### src/hw/usb_ep_pkg.sv
// endpoint control package: offsets, bit positions, carriers
// assumes a 12-bit apb byte address and seven endpoints

`default_nettype none

package usb_ep_pkg;

   // ----------------------------------------
   // map
   // ----------------------------------------
   localparam int          NUM_EP       = 7;
   localparam logic [11:0] OFS_CFG      = 12'h100;
   localparam logic [11:0] OFS_STATUS   = 12'h130;
   localparam logic [11:0] OFS_STA_CLR  = 12'h160;
   localparam logic [11:0] OFS_STA_SET  = 12'h190;
   localparam logic [11:0] OFS_CTRL     = 12'h1c0;
   localparam logic [11:0] OFS_CTRL_SET = 12'h1f0;
   localparam logic [11:0] OFS_CTRL_CLR = 12'h220;
   localparam logic [11:0] EP_SPAN      = 12'h01c;

   // ----------------------------------------
   // control word bits, shared by set/clear
   // ----------------------------------------
   localparam int B_BUSY     = 12;
   localparam int B_KILL     = 13;
   localparam int B_HANDOVER = 14;
   localparam int B_DMAPAUSE = 16;
   localparam int B_TOGGLE   = 18;
   localparam int B_STALL    = 19;
   localparam int NEWBANK_W  = 2;

   // status word: flags 7:0, toggle 9:8, count 11:10
   localparam int S_TOGGLE = 8;
   localparam int S_COUNT  = 10;
   localparam int S_BUSY   = 12;
   localparam int S_RW_ALLOWED  = 13;
   localparam int S_IRQ    = 14;

   // config word: type 1:0, bank number 3:2
   localparam int          C_BANKS     = 2;
   localparam logic [3:0]  CFG_RESET   = 4'h4;
   localparam logic [31:0] CTRL_RESET  = 32'h0000_0000;
   localparam logic [1:0]  TOGGLE_INIT = 2'h1;

   typedef enum logic [1:0] {
      EP_CONTROL,
      EP_IN,
      EP_OUT,
      EP_OFF
   } ep_type_e;

   // events from the packet engine, one cycle each
   typedef struct packed {
      logic data_pid;
      logic in_token;
      logic short_packet;
      logic crc_stalled;
      logic overflow;
      logic nak_in;
      logic nak_out;
      logic setup_underflow;
      logic bank_received;
      logic bank_sent;
   } usb_evt_s;

   // commands to the packet engine and dma
   typedef struct packed {
      logic [1:0] busy_bank_count;
      logic       bank_commit;
      logic       bank_release;
      logic       kill_bank;
      logic       toggle_reset;
      logic       stall_request;
      logic       dma_hold_new;
      logic       dma_pause_now;
   } usb_ctl_s;

endpackage

`default_nettype wire
### src/hw/ep_bank_tracker.sv
// busy bank counter and kill arbitration for one endpoint
// assumes fill/drain/in_token are single-cycle pulses on pclk

`default_nettype none

module ep_bank_tracker (
   input  wire logic       pclk,
   input  wire logic       presetn,
   input  wire logic       ce,
   input  wire logic       is_in,
   input  wire logic [1:0] banks,
   input  wire logic       fill,
   input  wire logic       drain,
   input  wire logic       kill_req,
   input  wire logic       in_token,
   output var  logic [1:0] count_reg,
   output var  logic       kill_done,
   output var  logic       kill_accept
);

   // ----------------------------------------
   // kill arbitration
   // ----------------------------------------
   logic       empty;
   logic       blocked;
   logic [1:0] count_next;

   // lone bank on the wire cannot be taken back
   assign empty       = count_reg == 2'h0;
   assign blocked     = in_token && count_reg == 2'h1;
   // two or more queued: last bank goes even mid-token
   assign kill_accept = kill_req && is_in && !empty && !blocked;
   // finish: bank killed, or nothing left to kill
   assign kill_done   = kill_accept || (kill_req && empty);

   // ----------------------------------------
   // count, saturating at configured banks
   // ----------------------------------------
   always_comb begin
      count_next = count_reg;
      if (fill && !drain && !kill_accept && count_reg != banks) begin
         count_next = count_reg + 2'h1;
      end else if (!fill && (drain || kill_accept) && !empty) begin
         count_next = count_reg - 2'h1;
      end
   end

   // frozen while ce is low
   always_ff @(posedge pclk or negedge presetn) begin
      if (!presetn) begin
         count_reg <= 2'h0;
      end else if (ce) begin
         count_reg <= count_next;
      end
   end

endmodule

`default_nettype wire

### src/hw/usb_ep_ctrl.sv
// per-endpoint control bits for seven usb endpoints, apb slave
// assumes packet engine events arrive on pclk, one cycle each
//
// Decided for this implementation: the APB register port.

`default_nettype none

module usb_ep_ctrl (
   input  wire logic                pclk,
   input  wire logic                presetn,
   input  wire logic                ce,
   input  wire logic                psel,
   input  wire logic                penable,
   input  wire logic                pwrite,
   input  wire logic [11:0]         paddr,
   input  wire logic [31:0]         pwdata,
   output var  logic [31:0]         prdata,
   output var  logic                pready,
   output var  logic                pslverr,
   input  wire usb_ep_pkg::usb_evt_s usb_evt [usb_ep_pkg::NUM_EP],
   output var  usb_ep_pkg::usb_ctl_s usb_ctl [usb_ep_pkg::NUM_EP],
   output var  logic [6:0]          endpoint_irq
);

   // ----------------------------------------
   // address decode helpers
   // ----------------------------------------
   function automatic logic hit(input logic [11:0] a,
                                input logic [11:0] base);
      return (a >= base) && (a < base + usb_ep_pkg::EP_SPAN)
             && (a[1:0] == 2'h0);
   endfunction

   function automatic logic [2:0] ep_of(input logic [11:0] a,
                                        input logic [11:0] base);
      logic [11:0] d;
      d = a - base;
      return d[4:2];
   endfunction

   // ----------------------------------------
   // apb decode
   // ----------------------------------------
   logic        pready_reg;
   logic [31:0] prdata_reg;
   logic        pslverr_reg;
   logic        setup;
   logic        wr;
   logic        hit_cfg;
   logic        hit_sta;
   logic        hit_sclr;
   logic        hit_sset;
   logic        hit_ctrl;
   logic        hit_cset;
   logic        hit_cclr;
   logic        hit_any;
   logic [2:0]  ep_sel;
   logic [31:0] rd_next;
   logic        err_next;
   logic [31:0] ctrl_word   [usb_ep_pkg::NUM_EP];
   logic [31:0] status_word [usb_ep_pkg::NUM_EP];
   logic [31:0] cfg_word    [usb_ep_pkg::NUM_EP];

   // writes land only at the access edge that sees pready
   assign setup    = psel & ~penable;
   assign wr       = psel & penable & pready_reg & pwrite;
   assign hit_cfg  = hit(paddr, usb_ep_pkg::OFS_CFG);
   assign hit_sta  = hit(paddr, usb_ep_pkg::OFS_STATUS);
   assign hit_sclr = hit(paddr, usb_ep_pkg::OFS_STA_CLR);
   assign hit_sset = hit(paddr, usb_ep_pkg::OFS_STA_SET);
   assign hit_ctrl = hit(paddr, usb_ep_pkg::OFS_CTRL);
   assign hit_cset = hit(paddr, usb_ep_pkg::OFS_CTRL_SET);
   assign hit_cclr = hit(paddr, usb_ep_pkg::OFS_CTRL_CLR);
   assign hit_any  = hit_cfg | hit_sta | hit_sclr | hit_sset
                   | hit_ctrl | hit_cset | hit_cclr;

   // endpoint index from whichever window was hit
   assign ep_sel =
      hit_cfg  ? ep_of(paddr, usb_ep_pkg::OFS_CFG)      :
      hit_sta  ? ep_of(paddr, usb_ep_pkg::OFS_STATUS)   :
      hit_sclr ? ep_of(paddr, usb_ep_pkg::OFS_STA_CLR)  :
      hit_sset ? ep_of(paddr, usb_ep_pkg::OFS_STA_SET)  :
      hit_ctrl ? ep_of(paddr, usb_ep_pkg::OFS_CTRL)     :
      hit_cset ? ep_of(paddr, usb_ep_pkg::OFS_CTRL_SET) :
      hit_cclr ? ep_of(paddr, usb_ep_pkg::OFS_CTRL_CLR) : 3'h0;

   // write-only windows read as zero
   assign rd_next =
      hit_ctrl ? ctrl_word[ep_sel]   :
      hit_sta  ? status_word[ep_sel] :
      hit_cfg  ? cfg_word[ep_sel]    : 32'h0000_0000;

   // unmapped, or a write to a read-only window
   assign err_next = !hit_any || (pwrite && (hit_ctrl || hit_sta));

   // ----------------------------------------
   // apb answer: one wait-free access after setup
   // ----------------------------------------
   // registering the answer costs nothing: apb has a setup cycle anyway
   always_ff @(posedge pclk or negedge presetn) begin
      if (!presetn) begin
         pready_reg  <= 1'b0;
         prdata_reg  <= 32'h0000_0000;
         pslverr_reg <= 1'b0;
      end else if (ce) begin
         pready_reg <= setup;
         if (setup) begin
            prdata_reg  <= pwrite ? 32'h0000_0000 : rd_next;
            pslverr_reg <= err_next;
         end
      end
   end

   assign pready  = pready_reg;
   assign prdata  = prdata_reg;
   assign pslverr = pslverr_reg;

   // ----------------------------------------
   // endpoint slices
   // ----------------------------------------
   genvar e;
   generate
      for (e = 0; e < usb_ep_pkg::NUM_EP; e = e + 1) begin : g_ep
         logic                  sel;
         logic [31:0]           cset;
         logic [31:0]           cclr;
         logic [31:0]           sset;
         logic [31:0]           sclr;
         logic                  wr_cfg;
         logic [3:0]            cfg_reg;
         logic [7:0]            flags_reg;
         logic [7:0]            en_reg;
         logic                  en_busy_reg;
         logic                  force_busy_reg;
         logic                  handover_reg;
         logic                  kill_reg;
         logic                  pause_reg;
         logic                  stall_reg;
         logic [1:0]            toggle_reg;
         logic                  irq_reg;
         usb_ep_pkg::usb_ctl_s  ctl_reg;
         usb_ep_pkg::ep_type_e  ep_type;
         usb_ep_pkg::usb_evt_s  ev;
         logic                  is_ctl;
         logic                  is_in;
         logic                  is_out;
         logic [1:0]            banks;
         logic [1:0]            count;
         logic [7:0]            evt_flags;
         logic [7:0]            flags_next;
         logic                  busy_src;
         logic                  irq_src;
         logic                  late_src;
         logic                  packet;
         logic                  setup_rx;
         logic                  fill;
         logic                  drain;
         logic                  commit;
         logic                  release_bank;
         logic                  kill_done;
         logic                  kill_accept;

         // one-hot write strobes for this endpoint
         assign sel    = wr && ep_sel == 3'(e);
         assign cset   = {32{sel & hit_cset}} & pwdata;
         assign cclr   = {32{sel & hit_cclr}} & pwdata;
         assign sset   = {32{sel & hit_sset}} & pwdata;
         assign sclr   = {32{sel & hit_sclr}} & pwdata;
         assign wr_cfg = sel & hit_cfg;

         assign ev      = usb_evt[e];
         assign ep_type = usb_ep_pkg::ep_type_e'(cfg_reg[1:0]);
         assign banks   = cfg_reg[3:2];
         assign is_ctl  = ep_type == usb_ep_pkg::EP_CONTROL;
         assign is_in   = ep_type == usb_ep_pkg::EP_IN;
         assign is_out  = ep_type == usb_ep_pkg::EP_OUT;

         // engine events in flag-bit order
         assign evt_flags = {ev.short_packet, ev.crc_stalled,
                             ev.overflow, ev.nak_in, ev.nak_out,
                             ev.setup_underflow, ev.bank_received,
                             ev.bank_sent};
         assign setup_rx  = ev.setup_underflow & is_ctl;
         assign packet    = ev.bank_sent | ev.bank_received;

         // hardware and force set beat a same-cycle clear
         assign flags_next = (flags_reg & ~sclr[7:0]) | evt_flags
                           | sset[7:0];

         // bank handover only on data endpoints
         assign commit       = cclr[usb_ep_pkg::B_HANDOVER]
                             & handover_reg & is_in;
         assign release_bank = cclr[usb_ep_pkg::B_HANDOVER]
                             & handover_reg & is_out;
         assign fill  = is_in ? commit : ev.bank_received & is_out;
         assign drain = is_in ? ev.bank_sent : release_bank;

         ep_bank_tracker u_banks (
            .pclk        (pclk),
            .presetn     (presetn),
            .ce          (ce),
            .is_in       (is_in),
            .banks       (banks),
            .fill        (fill),
            .drain       (drain),
            .kill_req    (kill_reg),
            .in_token    (ev.in_token),
            .count_reg   (count),
            .kill_done   (kill_done),
            .kill_accept (kill_accept)
         );

         // in: all free; out: all busy; or forced for
         assign busy_src = force_busy_reg
                         | (is_in && count == 2'h0)
                         | (is_out && count == banks);
         // any enabled source, ignoring the global enable
         assign irq_src  = |(flags_reg & en_reg)
                         | (busy_src & en_busy_reg);
         // sources not tied to a freshly filled bank
         assign late_src =
            |(flags_reg[7:usb_ep_pkg::NEWBANK_W]
              & en_reg[7:usb_ep_pkg::NEWBANK_W])
            | (busy_src & en_busy_reg);

         // config word is ours; everything else in this slice below
         always_ff @(posedge pclk or negedge presetn) begin
            if (!presetn) begin
               cfg_reg <= usb_ep_pkg::CFG_RESET;
            end else if (ce && wr_cfg) begin
               cfg_reg <= pwdata[3:0];
            end
         end

         // interrupt flags and enables
         always_ff @(posedge pclk or negedge presetn) begin
            if (!presetn) begin
               flags_reg      <= 8'h00;
               en_reg         <= 8'h00;
               en_busy_reg    <= 1'b0;
               force_busy_reg <= 1'b0;
            end else if (ce) begin
               flags_reg <= flags_next;
               en_reg    <= (en_reg | cset[7:0]) & ~cclr[7:0];
               en_busy_reg <= (en_busy_reg | cset[usb_ep_pkg::B_BUSY])
                  & ~cclr[usb_ep_pkg::B_BUSY];
               if (sset[usb_ep_pkg::B_BUSY]) begin
                  force_busy_reg <= ~force_busy_reg;
               end
            end
         end

         // bank handover, kill, stall, pause, toggle
         always_ff @(posedge pclk or negedge presetn) begin
            if (!presetn) begin
               handover_reg <= 1'b0;
               kill_reg     <= 1'b0;
               pause_reg    <= 1'b0;
               stall_reg    <= 1'b0;
               toggle_reg   <= usb_ep_pkg::TOGGLE_INIT;
            end else if (ce) begin
               // set with the matching flag beats the clear
               handover_reg <= (handover_reg
                  & ~cclr[usb_ep_pkg::B_HANDOVER])
                  | (is_in & ev.bank_sent)
                  | (is_out & ev.bank_received);
               // new request beats a finishing one
               kill_reg <= (kill_reg & ~kill_done)
                  | cset[usb_ep_pkg::B_KILL];
               pause_reg <= (pause_reg | cset[usb_ep_pkg::B_DMAPAUSE])
                  & ~cclr[usb_ep_pkg::B_DMAPAUSE];
               // a fresh setup wins over a same-cycle set
               stall_reg <= setup_rx ? 1'b0
                  : (stall_reg | cset[usb_ep_pkg::B_STALL])
                    & ~cclr[usb_ep_pkg::B_STALL];
               if (cset[usb_ep_pkg::B_TOGGLE]) begin
                  toggle_reg <= usb_ep_pkg::TOGGLE_INIT;
               end else if (packet) begin
                  toggle_reg <= {1'b0, ev.data_pid};
               end
            end
         end

         // engine/dma commands, all registered
         always_ff @(posedge pclk or negedge presetn) begin
            if (!presetn) begin
               ctl_reg <= '0;
               irq_reg <= 1'b0;
            end else if (ce) begin
               ctl_reg.busy_bank_count <= count;
               ctl_reg.bank_commit     <= commit;
               ctl_reg.bank_release    <= release_bank;
               ctl_reg.kill_bank       <= kill_accept;
               // self-clearing: one pulse, never visible
               ctl_reg.toggle_reset  <= cset[usb_ep_pkg::B_TOGGLE];
               ctl_reg.stall_request <= stall_reg;
               // bank in flight finishes; next one not asked
               ctl_reg.dma_hold_new  <= pause_reg & irq_src;
               ctl_reg.dma_pause_now <= pause_reg & late_src;
               irq_reg <= irq_src;
            end
         end

         assign usb_ctl[e]      = ctl_reg;
         assign endpoint_irq[e] = irq_reg;

         // read-only control view, reset zero, stride four
         always_comb begin
            ctrl_word[e]                         = usb_ep_pkg::CTRL_RESET;
            ctrl_word[e][7:0]                    = en_reg;
            ctrl_word[e][usb_ep_pkg::B_BUSY]     = en_busy_reg;
            ctrl_word[e][usb_ep_pkg::B_KILL]     = kill_reg;
            ctrl_word[e][usb_ep_pkg::B_HANDOVER] = handover_reg
                                                 & ~is_ctl;
            ctrl_word[e][usb_ep_pkg::B_DMAPAUSE] = pause_reg;
            ctrl_word[e][usb_ep_pkg::B_STALL]    = stall_reg;
         end

         // status view of flags and bank state
         always_comb begin
            status_word[e]      = 32'h0000_0000;
            status_word[e][7:0] = flags_reg;
            status_word[e][usb_ep_pkg::S_TOGGLE +: 2] = toggle_reg;
            status_word[e][usb_ep_pkg::S_COUNT +: 2]  = count;
            status_word[e][usb_ep_pkg::S_BUSY]  = busy_src;
            // no room while stalled; meaningless on control
            status_word[e][usb_ep_pkg::S_RW_ALLOWED] = handover_reg
                                                & ~stall_reg & ~is_ctl;
            status_word[e][usb_ep_pkg::S_IRQ]   = irq_reg;
         end

         assign cfg_word[e] = {28'h0000000, cfg_reg};
      end
   endgenerate

endmodule

`default_nettype wire

### config.mk
export PLATFORM = sky130hd
export DESIGN_NAME = usb_ep_ctrl
export DESIGN_NICKNAME = d
export VERILOG_FILES = /design/src/hw/usb_ep_pkg.sv /design/src/hw/ep_bank_tracker.sv /design/src/hw/usb_ep_ctrl.sv
export SDC_FILE = /design/constraint.sdc
export NUM_CORES = 1
export LEC_CHECK = 0
export ABC_AREA = 1
export CORE_ASPECT_RATIO = 1.4
export CORE_MARGIN = 4
export CORE_UTILIZATION = 60
export DETAILED_ROUTE_END_ITERATION = 7
export DONT_BUFFER_PORTS = 1
export PLACE_DENSITY = 0.79
export SETUP_SLACK_MARGIN = 0.02
export SYNTH_ARGS = -nofsm -noshare
export SYNTH_HDL_FRONTEND = slang
export SYNTH_SLANG_ARGS = --single-unit
### constraint.sdc
create_clock -name pclk -period 3.8 [get_ports pclk]
set_input_delay 0 -clock pclk [delete_from_list [all_inputs] [get_ports pclk]]
set_output_delay 0 -clock pclk [all_outputs]
set_load 0.05 [all_outputs]
After elaboration in Yosys (flattened, before gate mapping). Index checks and enable logic that the tools add are counted. Widths: inputs -> output; s select.

Output and inout bits: 104. Flip-flop bits (word level): 314. Word-level logic and storage cells: 910.

Reductions and logical operators: 231. Equal/unequal tests: 41. Order comparisons: 15. Bitwise logic cells: 390. Multiplexer cells: 69. Add/subtract/negate cells: 21.

Operators with widths (count): $mux 32 (10); $bmux 32 s3 (3); $and 20x20->20 (14); $and 8x8->8 (28); $or 8x8->8 (21); $and 1x1->1 (158); $logic_and 1x1->1 (113); $not 8->8 (14); $and 13x13->13 (7); $or 1x1->1 (83); $ge 12x9->1 const B (6); $lt 12x9->1 const B (5); $not 1->1 (57); $mux 2 (28); $reduce_or 8->1 (7); $reduce_and 2->1 (22); $and 6x6->6 (7); $reduce_or 6->1 (7); $logic_not 1->1 (36); $logic_not 2->1 (15); $eq 2x1->1 const B (14); $reduce_bool 2->1 (14); $lt 12x10->1 const B (2); $mux 1 (21); other kinds (16) (75).

Logic depth before layout (Yosys ltp). Gate-level depths: netlist of the first run.

Depth in word-level cells: 23. Depth in mapped cells: 21. Depth with buffers taken out: 20.

Cells and area by module. Synthesis of the first run repeated with hierarchy kept, for this count alone.

Cells, all modules: 2396. Area total of the unflattened synthesis: 17197.7 um2.

Modules (own cells, without submodules): usb_ep_ctrl (area each 15498.6 um2, sequential area each 6949.2 um2, times used 1, cells each 2095); ep_bank_tracker (area each 242.7 um2, sequential area each 50.0 um2, times used 7, cells each 43).

Least setup slack after synthesis of the first run. Ideal clock, no wire load.

Path kind: register to register. Start point: reg pready_reg (netlist: pready). End point: reg g_ep[2].u_banks.count_reg[1]. Period minus slack after synthesis: 2406 ps. Required time: 3682 ps. Data arrival time: 2288 ps. Setup time: 118 ps. Slack: 1394 ps. Stages on the path, launching flop included: 12. Path through: dfrtp_1 inv_1 nor4_2 nand4_2 nor3_4 nand4_1 nand2_1 nand3_1 nand2_1 nand2_1 nand2_1 nand2_1.

Longest elaborated chain between the ends: 14.

RTL lines: start, declared (line usb_ep_ctrl.sv:44) `logic pready_reg;`; start signal, assigned (line usb_ep_ctrl.sv:106) `pready_reg <= setup;`; $and 1x1->1 (*) (2 in a row) (line usb_ep_ctrl.sv:66) `assign wr = psel & penable & pready_reg & pwrite;`; $logic_and 1x1->1 (*) (line usb_ep_ctrl.sv:164) `assign sel = wr && ep_sel == 3'(e);`; $and 1x1->1 (*) (line usb_ep_ctrl.sv:166) `assign cclr = {32{sel & hit_cclr}} & pwdata;`; $and 20x20->20 (*) (line usb_ep_ctrl.sv:166); $and 1x1->1 (*) (line usb_ep_ctrl.sv:192, usb_ep_ctrl.sv:194); $and 1x1->1 (line usb_ep_ctrl.sv:194) `& handover_reg & is_out;`; $mux 1 (line usb_ep_ctrl.sv:196) `assign drain = is_in ? ev.bank_sent : release_bank;`; $logic_not 1->1 (line ep_bank_tracker.sv:41) `if (fill && !drain && !kill_accept && count_reg != banks) begin`; $logic_and 1x1->1 (3 in a row) (line ep_bank_tracker.sv:41); $reduce_bool 2->1 (no source line); $reduce_and 2->1 (no source line); end signal, assigned (line ep_bank_tracker.sv:53) `count_reg <= count_next;`; end, declared (line ep_bank_tracker.sv:16) `output var logic [1:0] count_reg,`.

Every way passes the cells marked *; elsewhere a longest branch is shown, timed or not. A chain may end at the register's enable or synchronous reset.

Final worst setup path of the first run.
Start point: reg pready_reg (netlist: pready). End point: reg g_ep[1].flags_reg[4].

Longest elaborated chain between the ends: 9.

RTL lines: $and 1x1->1 (*) (2 in a row) (line usb_ep_ctrl.sv:66); $logic_and 1x1->1 (*) (line usb_ep_ctrl.sv:164); $and 1x1->1 (line usb_ep_ctrl.sv:168) `assign sclr = {32{sel & hit_sclr}} & pwdata;`; $and 8x8->8 (line usb_ep_ctrl.sv:168); $not 8->8 (line usb_ep_ctrl.sv:187) `assign flags_next = (flags_reg & ~sclr[7:0]) | evt_flags`; $and 8x8->8 (line usb_ep_ctrl.sv:187); $or 8x8->8 (line usb_ep_ctrl.sv:187); $or 8x8->8 (*) (line usb_ep_ctrl.sv:188) `| sset[7:0];`; end signal, assigned (line usb_ep_ctrl.sv:243) `flags_reg <= flags_next;`; end, declared (line usb_ep_ctrl.sv:131) `logic [7:0] flags_reg;`.

Marked as above.

==> flow_summary.toml, run 1 <==
[detailed_routing]
drt-initial-drc-count = 2557
vias_per_cell = 6.67
wl_per_cell_um = 25.0
dr_total_vias = 16800
wirelength_mm = 63.0
firstDrtPassIters = 7
drc = 0
postRouteAntennaNets = 0

[sta]
setup_viol = 0
worstMarginPinSlew_ns = 1.10
hold_ws_ns = -0.892
fin_crit_sh = 0.971
finalClockSkew_ns = 0.0329
setup_tns_ns = 0
slew_headroom = 0.256
maxSlewViolCount = 0
min_period_ns = 3.69
fmax_mhz = 271
hold_viol_final = 291
rsz0062_at_grt = "true"

[floorplanning]
rows = 70
start_util = 0.608
fp.dieW_um = 145
ios = 224
core_um2 = 26100
die_h_um = 200
dieArea_um2 = 29200

[clocking]
clkSinkCount = 291
path_clk_slew_ns = 0.07
cts_hold_buf = 175
clock_path_buffers = 3
cts_tree = "yes"
cts_root_buf = "clkbuf_16"
cts-buffers-inserted = 28
clk_latency_ns = 0.58
htreeDepth = 1

[finish]
layout.cells.most_common = "nand2_1"
post-route-util = 0.723
layout_common_cells = "431 x nand2_1, 277 x dfrtp_1, 228 x o21ai_0"
nets = 2305
fill_cells = 1965
fin_cells = 2520
layout-drive-gt1-share = 0.0734
syn_to_final_growth_pct = 19.0
largest_register_ff_count = 63

[synthesis]
synthesis.area_um2 = 15900
synth_ff_type = "dfrtp_1"
synthArstFlopShare = 1.00
seq_area_frac_synth = 0.460
ys_seq_elements = 291
syn-mean-instance-area_um2 = 7.83
synth.top_cell.area_share = 0.437
ys_types = 57
synth_top_area_cell = "dfrtp_1"
synth_edf_count = 0
synth_cells = 2028
ys_warn_count = 0
synth_area_leaders = "dfrtp_1 44%, nand2_1 10%, o21ai_0 7.2%"

[setup_path]
crit_path_end_kind = "flop"
cp_data_required_time_ns = 4.32
path_buf_inv = 6
cp_max_fo = 8
regToRegStartpoint = "pready$_DFFE_PN0P_"
reg2regPathDepth = 13
crit_family = "buffers and inverters"
start_kind = "flop"
path_cells = "inv_1, nor4_2, buf_4, nand4_2, nor2_2, inv_1, nor2_1, inv_1, nor2_1, o21ai_0, dlygate4sd3_1, nand2_1, dlygate4sd3_1"
r2r_end = "g_ep[1].flags_reg[4]$_DFFE_PN0P_"
critPathMaxStageDelay_ns = 0.60
path_class = "reg2reg"
cp_common_cell = "inv_1"
arrival_ns = 4.21
rrSetupSlack_ns = 0.11
cp_slowest_cell = "dlygate4sd3_1"

[grt]
first_global_vias = 16500
grt_overflow = 0
track_usage = 0.420
grt_max_degree = 292
antenna_found_initial = 3
grt_pass1_wl_mm = 95.3

[pwr]
p_switching_w = 0.00181
p_clk_frac = 0.444
p_leak_nw = 8.40
p_sw_frac = 0.261
p_comb_frac = 0.079
vdd_ir_drop_max_mv = 0.416
p_seq_frac = 0.476
powerDensity_nw_per_um2 = 366
p_int_w = 0.00510

[status]
violations = "negative hold slack"
status = "finished, violations left"

[place]
numPortBuffers = 0
gp_congestion = 1.06
placed_cells_incl_taps = 2288
dp_hpwl_mm = 40.6

[flow_run]
drv_cap = 0

[hold_path]
hp-class = "in2async"
[layer usage]
layer	GRT usage	share of wire	vias up
met5	0.0100	0	-
met2	0.656	0.45	1386
met1	0.484	0.33	7797
met4	0.357	0.11	0
li1	-	-	7162
met3	0.102	0.12	452
[power by group through the flow]
stage	Combinational (W)	Sequential, W	Clock [W]
floorplan	0.000306	0.00332	0
detailed placement	0.000351	0.00335	0
CTS	0.000513	0.00329	0.00305
global route	0.000575	0.00329	0.00319
finish	0.000549	0.00329	0.00307
global placement	0.000343	0.00335	0
[final cells by class]
class	instances	area, um^2	share of cell area
diodes	3	7.51	0.000398
clock buffers	34	795	0.0421
clock inverters	18	210	0.0111
inverters	240	903	0.0478
multi-input cells	1404	7230	0.383
flip-flops and latches	291	7300	0.387
well taps	324	405	0.0215
repair buffers	206	2030	0.107
[what timing repair did]
item | 4_1_cts | 5_1_grt
setup endpoints to repair | 0 | 17
buffers inserted | 0 | 2
resized for setup | 0 | 8
endpoints found under the hold margin | 487 | 291
[per-stage QoR]
step | hold slack, ns | total power (W) | worst slack (ns) | instance area, um^2
6_report | -0.892 | 0.00691 | 0.110 | 18900
5_1_grt | -0.881 | 0.00706 | 0.0438 | 18900
4_1_cts | -0.869 | 0.00685 | 0.109 | 18800
3_5_place_dp | -0.284 | 0.00370 | 0.689 | 16100
3_3_place_gp | -0.284 | 0.00369 | 0.808 | 16100
2_1_floorplan | -0.296 | 0.00362 | 1.39 | 15900
[worst max-delay path by stage]
stage / depth (start not counted) / from / end
after floorplan: 11 / pready$_DFFE_PN0P_ / g_ep[2].u_banks.count_reg[1]$_DFFE_PN0P_
after global placement: 14 / paddr[1] / prdata[7]$_DFFE_PN0P_
after detailed placement: 14 / paddr[1] / prdata[7]$_DFFE_PN0P_
after CTS: 18 / paddr[9] / g_ep[2].toggle_reg[0]$_DFFE_PN1P_
after global routing: 18 / paddr[4] / g_ep[5].flags_reg[4]$_DFFE_PN0P_
final: 13 / pready$_DFFE_PN0P_ / g_ep[1].flags_reg[4]$_DFFE_PN0P_
[logic make-up (layout without fill, tap and decap cells)]
group | after synthesis | count (layout) | share of synthesized area
other | 1 | 19 | 0.000236
AO/OA/AOI/OAI | 602 | 602 | 0.227
adder cells (fa/ha/maj) | 14 | 14 | 0.0110
buffers and inverters | 348 | 498 | 0.0897
AND/OR/NAND/NOR | 753 | 753 | 0.202
XOR/XNOR | 19 | 19 | 0.0105
flip-flops | 291 | 291 | 0.460
[synth_stat cells, types with 23 or more instances]
| cell type | number |
|---|---|
| a21oi_1 | 137 |
| a22oi_1 | 29 |
| a31oi_1 | 23 |
| buf_4 | 26 |
| clkbuf_1 | 58 |
| dfrtp_1 | 277 |
| inv_1 | 226 |
| nand2_1 | 432 |
| nand3_1 | 61 |
| nand4_1 | 31 |
| nor2_1 | 162 |
| o21ai_0 | 228 |
| o221ai_1 | 41 |
| o22ai_1 | 48 |
(Power assumes the default switching activity.)
==> run 2: changes to the inputs <==
--- a/config.mk
+++ b/config.mk
@@ -12,6 +12,7 @@
 export DETAILED_ROUTE_END_ITERATION = 7
 export DONT_BUFFER_PORTS = 1
 export PLACE_DENSITY = 0.79
+export REMOVE_ABC_BUFFERS = 1
 export SETUP_SLACK_MARGIN = 0.02
 export SYNTH_ARGS = -nofsm -noshare
 export SYNTH_HDL_FRONTEND = slang
==> constraint.sdc (replaced) <==
create_clock -name pclk -period 4.5 [get_ports pclk]
set_input_delay 0 -clock pclk [delete_from_list [all_inputs] [get_ports pclk]]
set_output_delay 0 -clock pclk [all_outputs]
set_load 0.05 [all_outputs]
==> flow_summary.toml, run 2 (same netlist as run 1, synthesis figures left out) <==
[grt]
first_global_vias = 16700
antenna_found_initial = 3
grt_max_degree = 292
grt_pass1_wl_mm = 92.5
track_usage = 0.400
grt_overflow = 0

[setup_path]
worstSetupEndpoint = "g_ep[4].u_banks.count_reg[1]$_DFFE_PN0P_"
arrival_ns = 4.68
start_kind = "primary input"
regToRegStartpoint = "pready$_DFFE_PN0P_"
cp_slowest_cell = "dlygate4sd3_1"
startpoint = "paddr[9]"
cp_data_required_time_ns = 4.94
path_class = "in2reg"
critPathMaxStageDelay_ns = 0.56
reg2regPathDepth = 16
cp_common_cell = "nand2_1"
crit_path_end_kind = "flop"
cp_max_fo = 27
path_cells = "dlygate4sd3_1, nor2_1, nand2_1, inv_1, nand3_1, nand2_1, o21ai_1, nand2_2, buf_4, nand3_2, nor2_2, buf_4, nand4_1, nand2_1, inv_2, nand4_1, dlygate4sd3_1, nand2_1, dlygate4sd3_1, nand3_1, dlygate4sd3_1, nand2_1"
r2r_end = "g_ep[4].u_banks.count_reg[1]$_DFFE_PN0P_"
rrSetupSlack_ns = 0.41

[sta]
hold_ws_ns = -0.847
setup_viol = 0
slew_headroom = 0.178
worstMarginPinSlew_ns = 1.23
maxSlewViolCount = 0
hold_viol_final = 291
rsz0062_at_grt = "false"
finalClockSkew_ns = 0.0121
fin_crit_sh = 0.942
setup_tns_ns = 0
min_period_ns = 4.24
fmax_mhz = 236

[place]
placed_cells_incl_taps = 2277
dp_hpwl_mm = 38.2
gp_congestion = 0.926
numPortBuffers = 0

[detailed_routing]
vias_per_cell = 6.64
postRouteAntennaNets = 0
firstDrtPassIters = 7
dr_total_vias = 16700
drt-initial-drc-count = 2766
drc = 0
wirelength_mm = 60.0
wl_per_cell_um = 23.8

[flow_run]
drv_cap = 0

[clocking]
htreeDepth = 1
clkSinkCount = 291
cts_tree = "yes"
cts_hold_buf = 184
path_clk_slew_ns = 0.06
cts-buffers-inserted = 28
cts_root_buf = "clkbuf_16"
clock_path_buffers = 3
postCtsSetupRepairBufs = 0
clk_latency_ns = 0.56

[finish]
layout_common_cells = "430 x nand2_1, 277 x dfrtp_1, 228 x o21ai_0"
seqCellArea_um2 = 7300
fin_cells = 2516
nets = 2301
syn_to_final_growth_pct = 18.3
post-route-util = 0.719
fill_cells = 1937
largest_register_ff_count = 63
multi_input_area_um2 = 7210
layout-drive-gt1-share = 0.0612
layout.cells.most_common = "nand2_1"

[floorplanning]
fp.dieW_um = 145
rows = 70
dieArea_um2 = 29200
die_h_um = 200
start_util = 0.608
ios = 224
core_um2 = 26100

[status]
violations = "negative hold slack"
status = "finished, violations left"

[pwr]
p_leak_nw = 8.32
powerDensity_nw_per_um2 = 303
vdd_ir_drop_max_mv = 0.325
power_w = 0.00568

[hold_path]
hp-class = "in2async"
## run 2: worst min-delay path by stage
stage             from                                       end  slack, ns  cells past startpoint
2_1_floorplan  presetn            g_ep[0].cfg_reg[0]$_DFFE_PN0P_      -0.30                      0
3_3_place_gp   presetn                   usb_ctl[16]$_DFFE_PN0P_      -0.28                      0
3_5_place_dp   presetn                    usb_ctl[6]$_DFFE_PN0P_      -0.29                      0
4_1_cts        presetn  g_ep[5].u_banks.count_reg[1]$_DFFE_PN0P_      -0.86                      0
5_1_grt        presetn                   usb_ctl[25]$_DFFE_PN0P_      -0.86                      0
6_report       presetn                   usb_ctl[17]$_DFFE_PN0P_      -0.85                      0
## run 2: final cells by class
type / count / share of cell area
Sequential cell: 291 / 0.389
Multi-Input combinational cell: 1404 / 0.384
Timing Repair Buffer: 202 / 0.107
Inverter: 240 / 0.0481
Clock buffer: 42 / 0.0428
Tap cell: 324 / 0.0216
Clock inverter: 10 / 0.00740
Antenna cell: 3 / 0.000400
## run 2: power by group
part	switching, W	internal [W]
clock network	0.00105	0.00141
logic	0.000288	0.000160
registers	0.000119	0.00266
## run 2: through the flow
stage	setup WS [ns]	cell area [um^2]
CTS	0.427	18800
detailed placement	1.23	16000
floorplan	1.37	15400
finish	0.262	18800
global placement	1.27	16000
global route	0.163	18800
## run 2: repair_timing
item / CTS / global route
resized for setup: 0 / 0
hold endpoints to repair: 497 / 291
endpoints found under the setup margin: 0 / 0
## run 2: routing by layer
layer	vias to the layer above	global-route usage	part of all wire
li1	7144	-	-
met1	7799	0.488	0.34
met2	1389	0.650	0.46
met3	382	0.0849	0.12
met4	0	0.246	0.083
met5	-	0	0
## run 2: critical path: cells and delay by family
kind	cells	cell delay (ns)
buffers and inverters	8	2.93
and+or+nand+nor	13	1.63
AOI/OAI and AO/OA	1	0.10
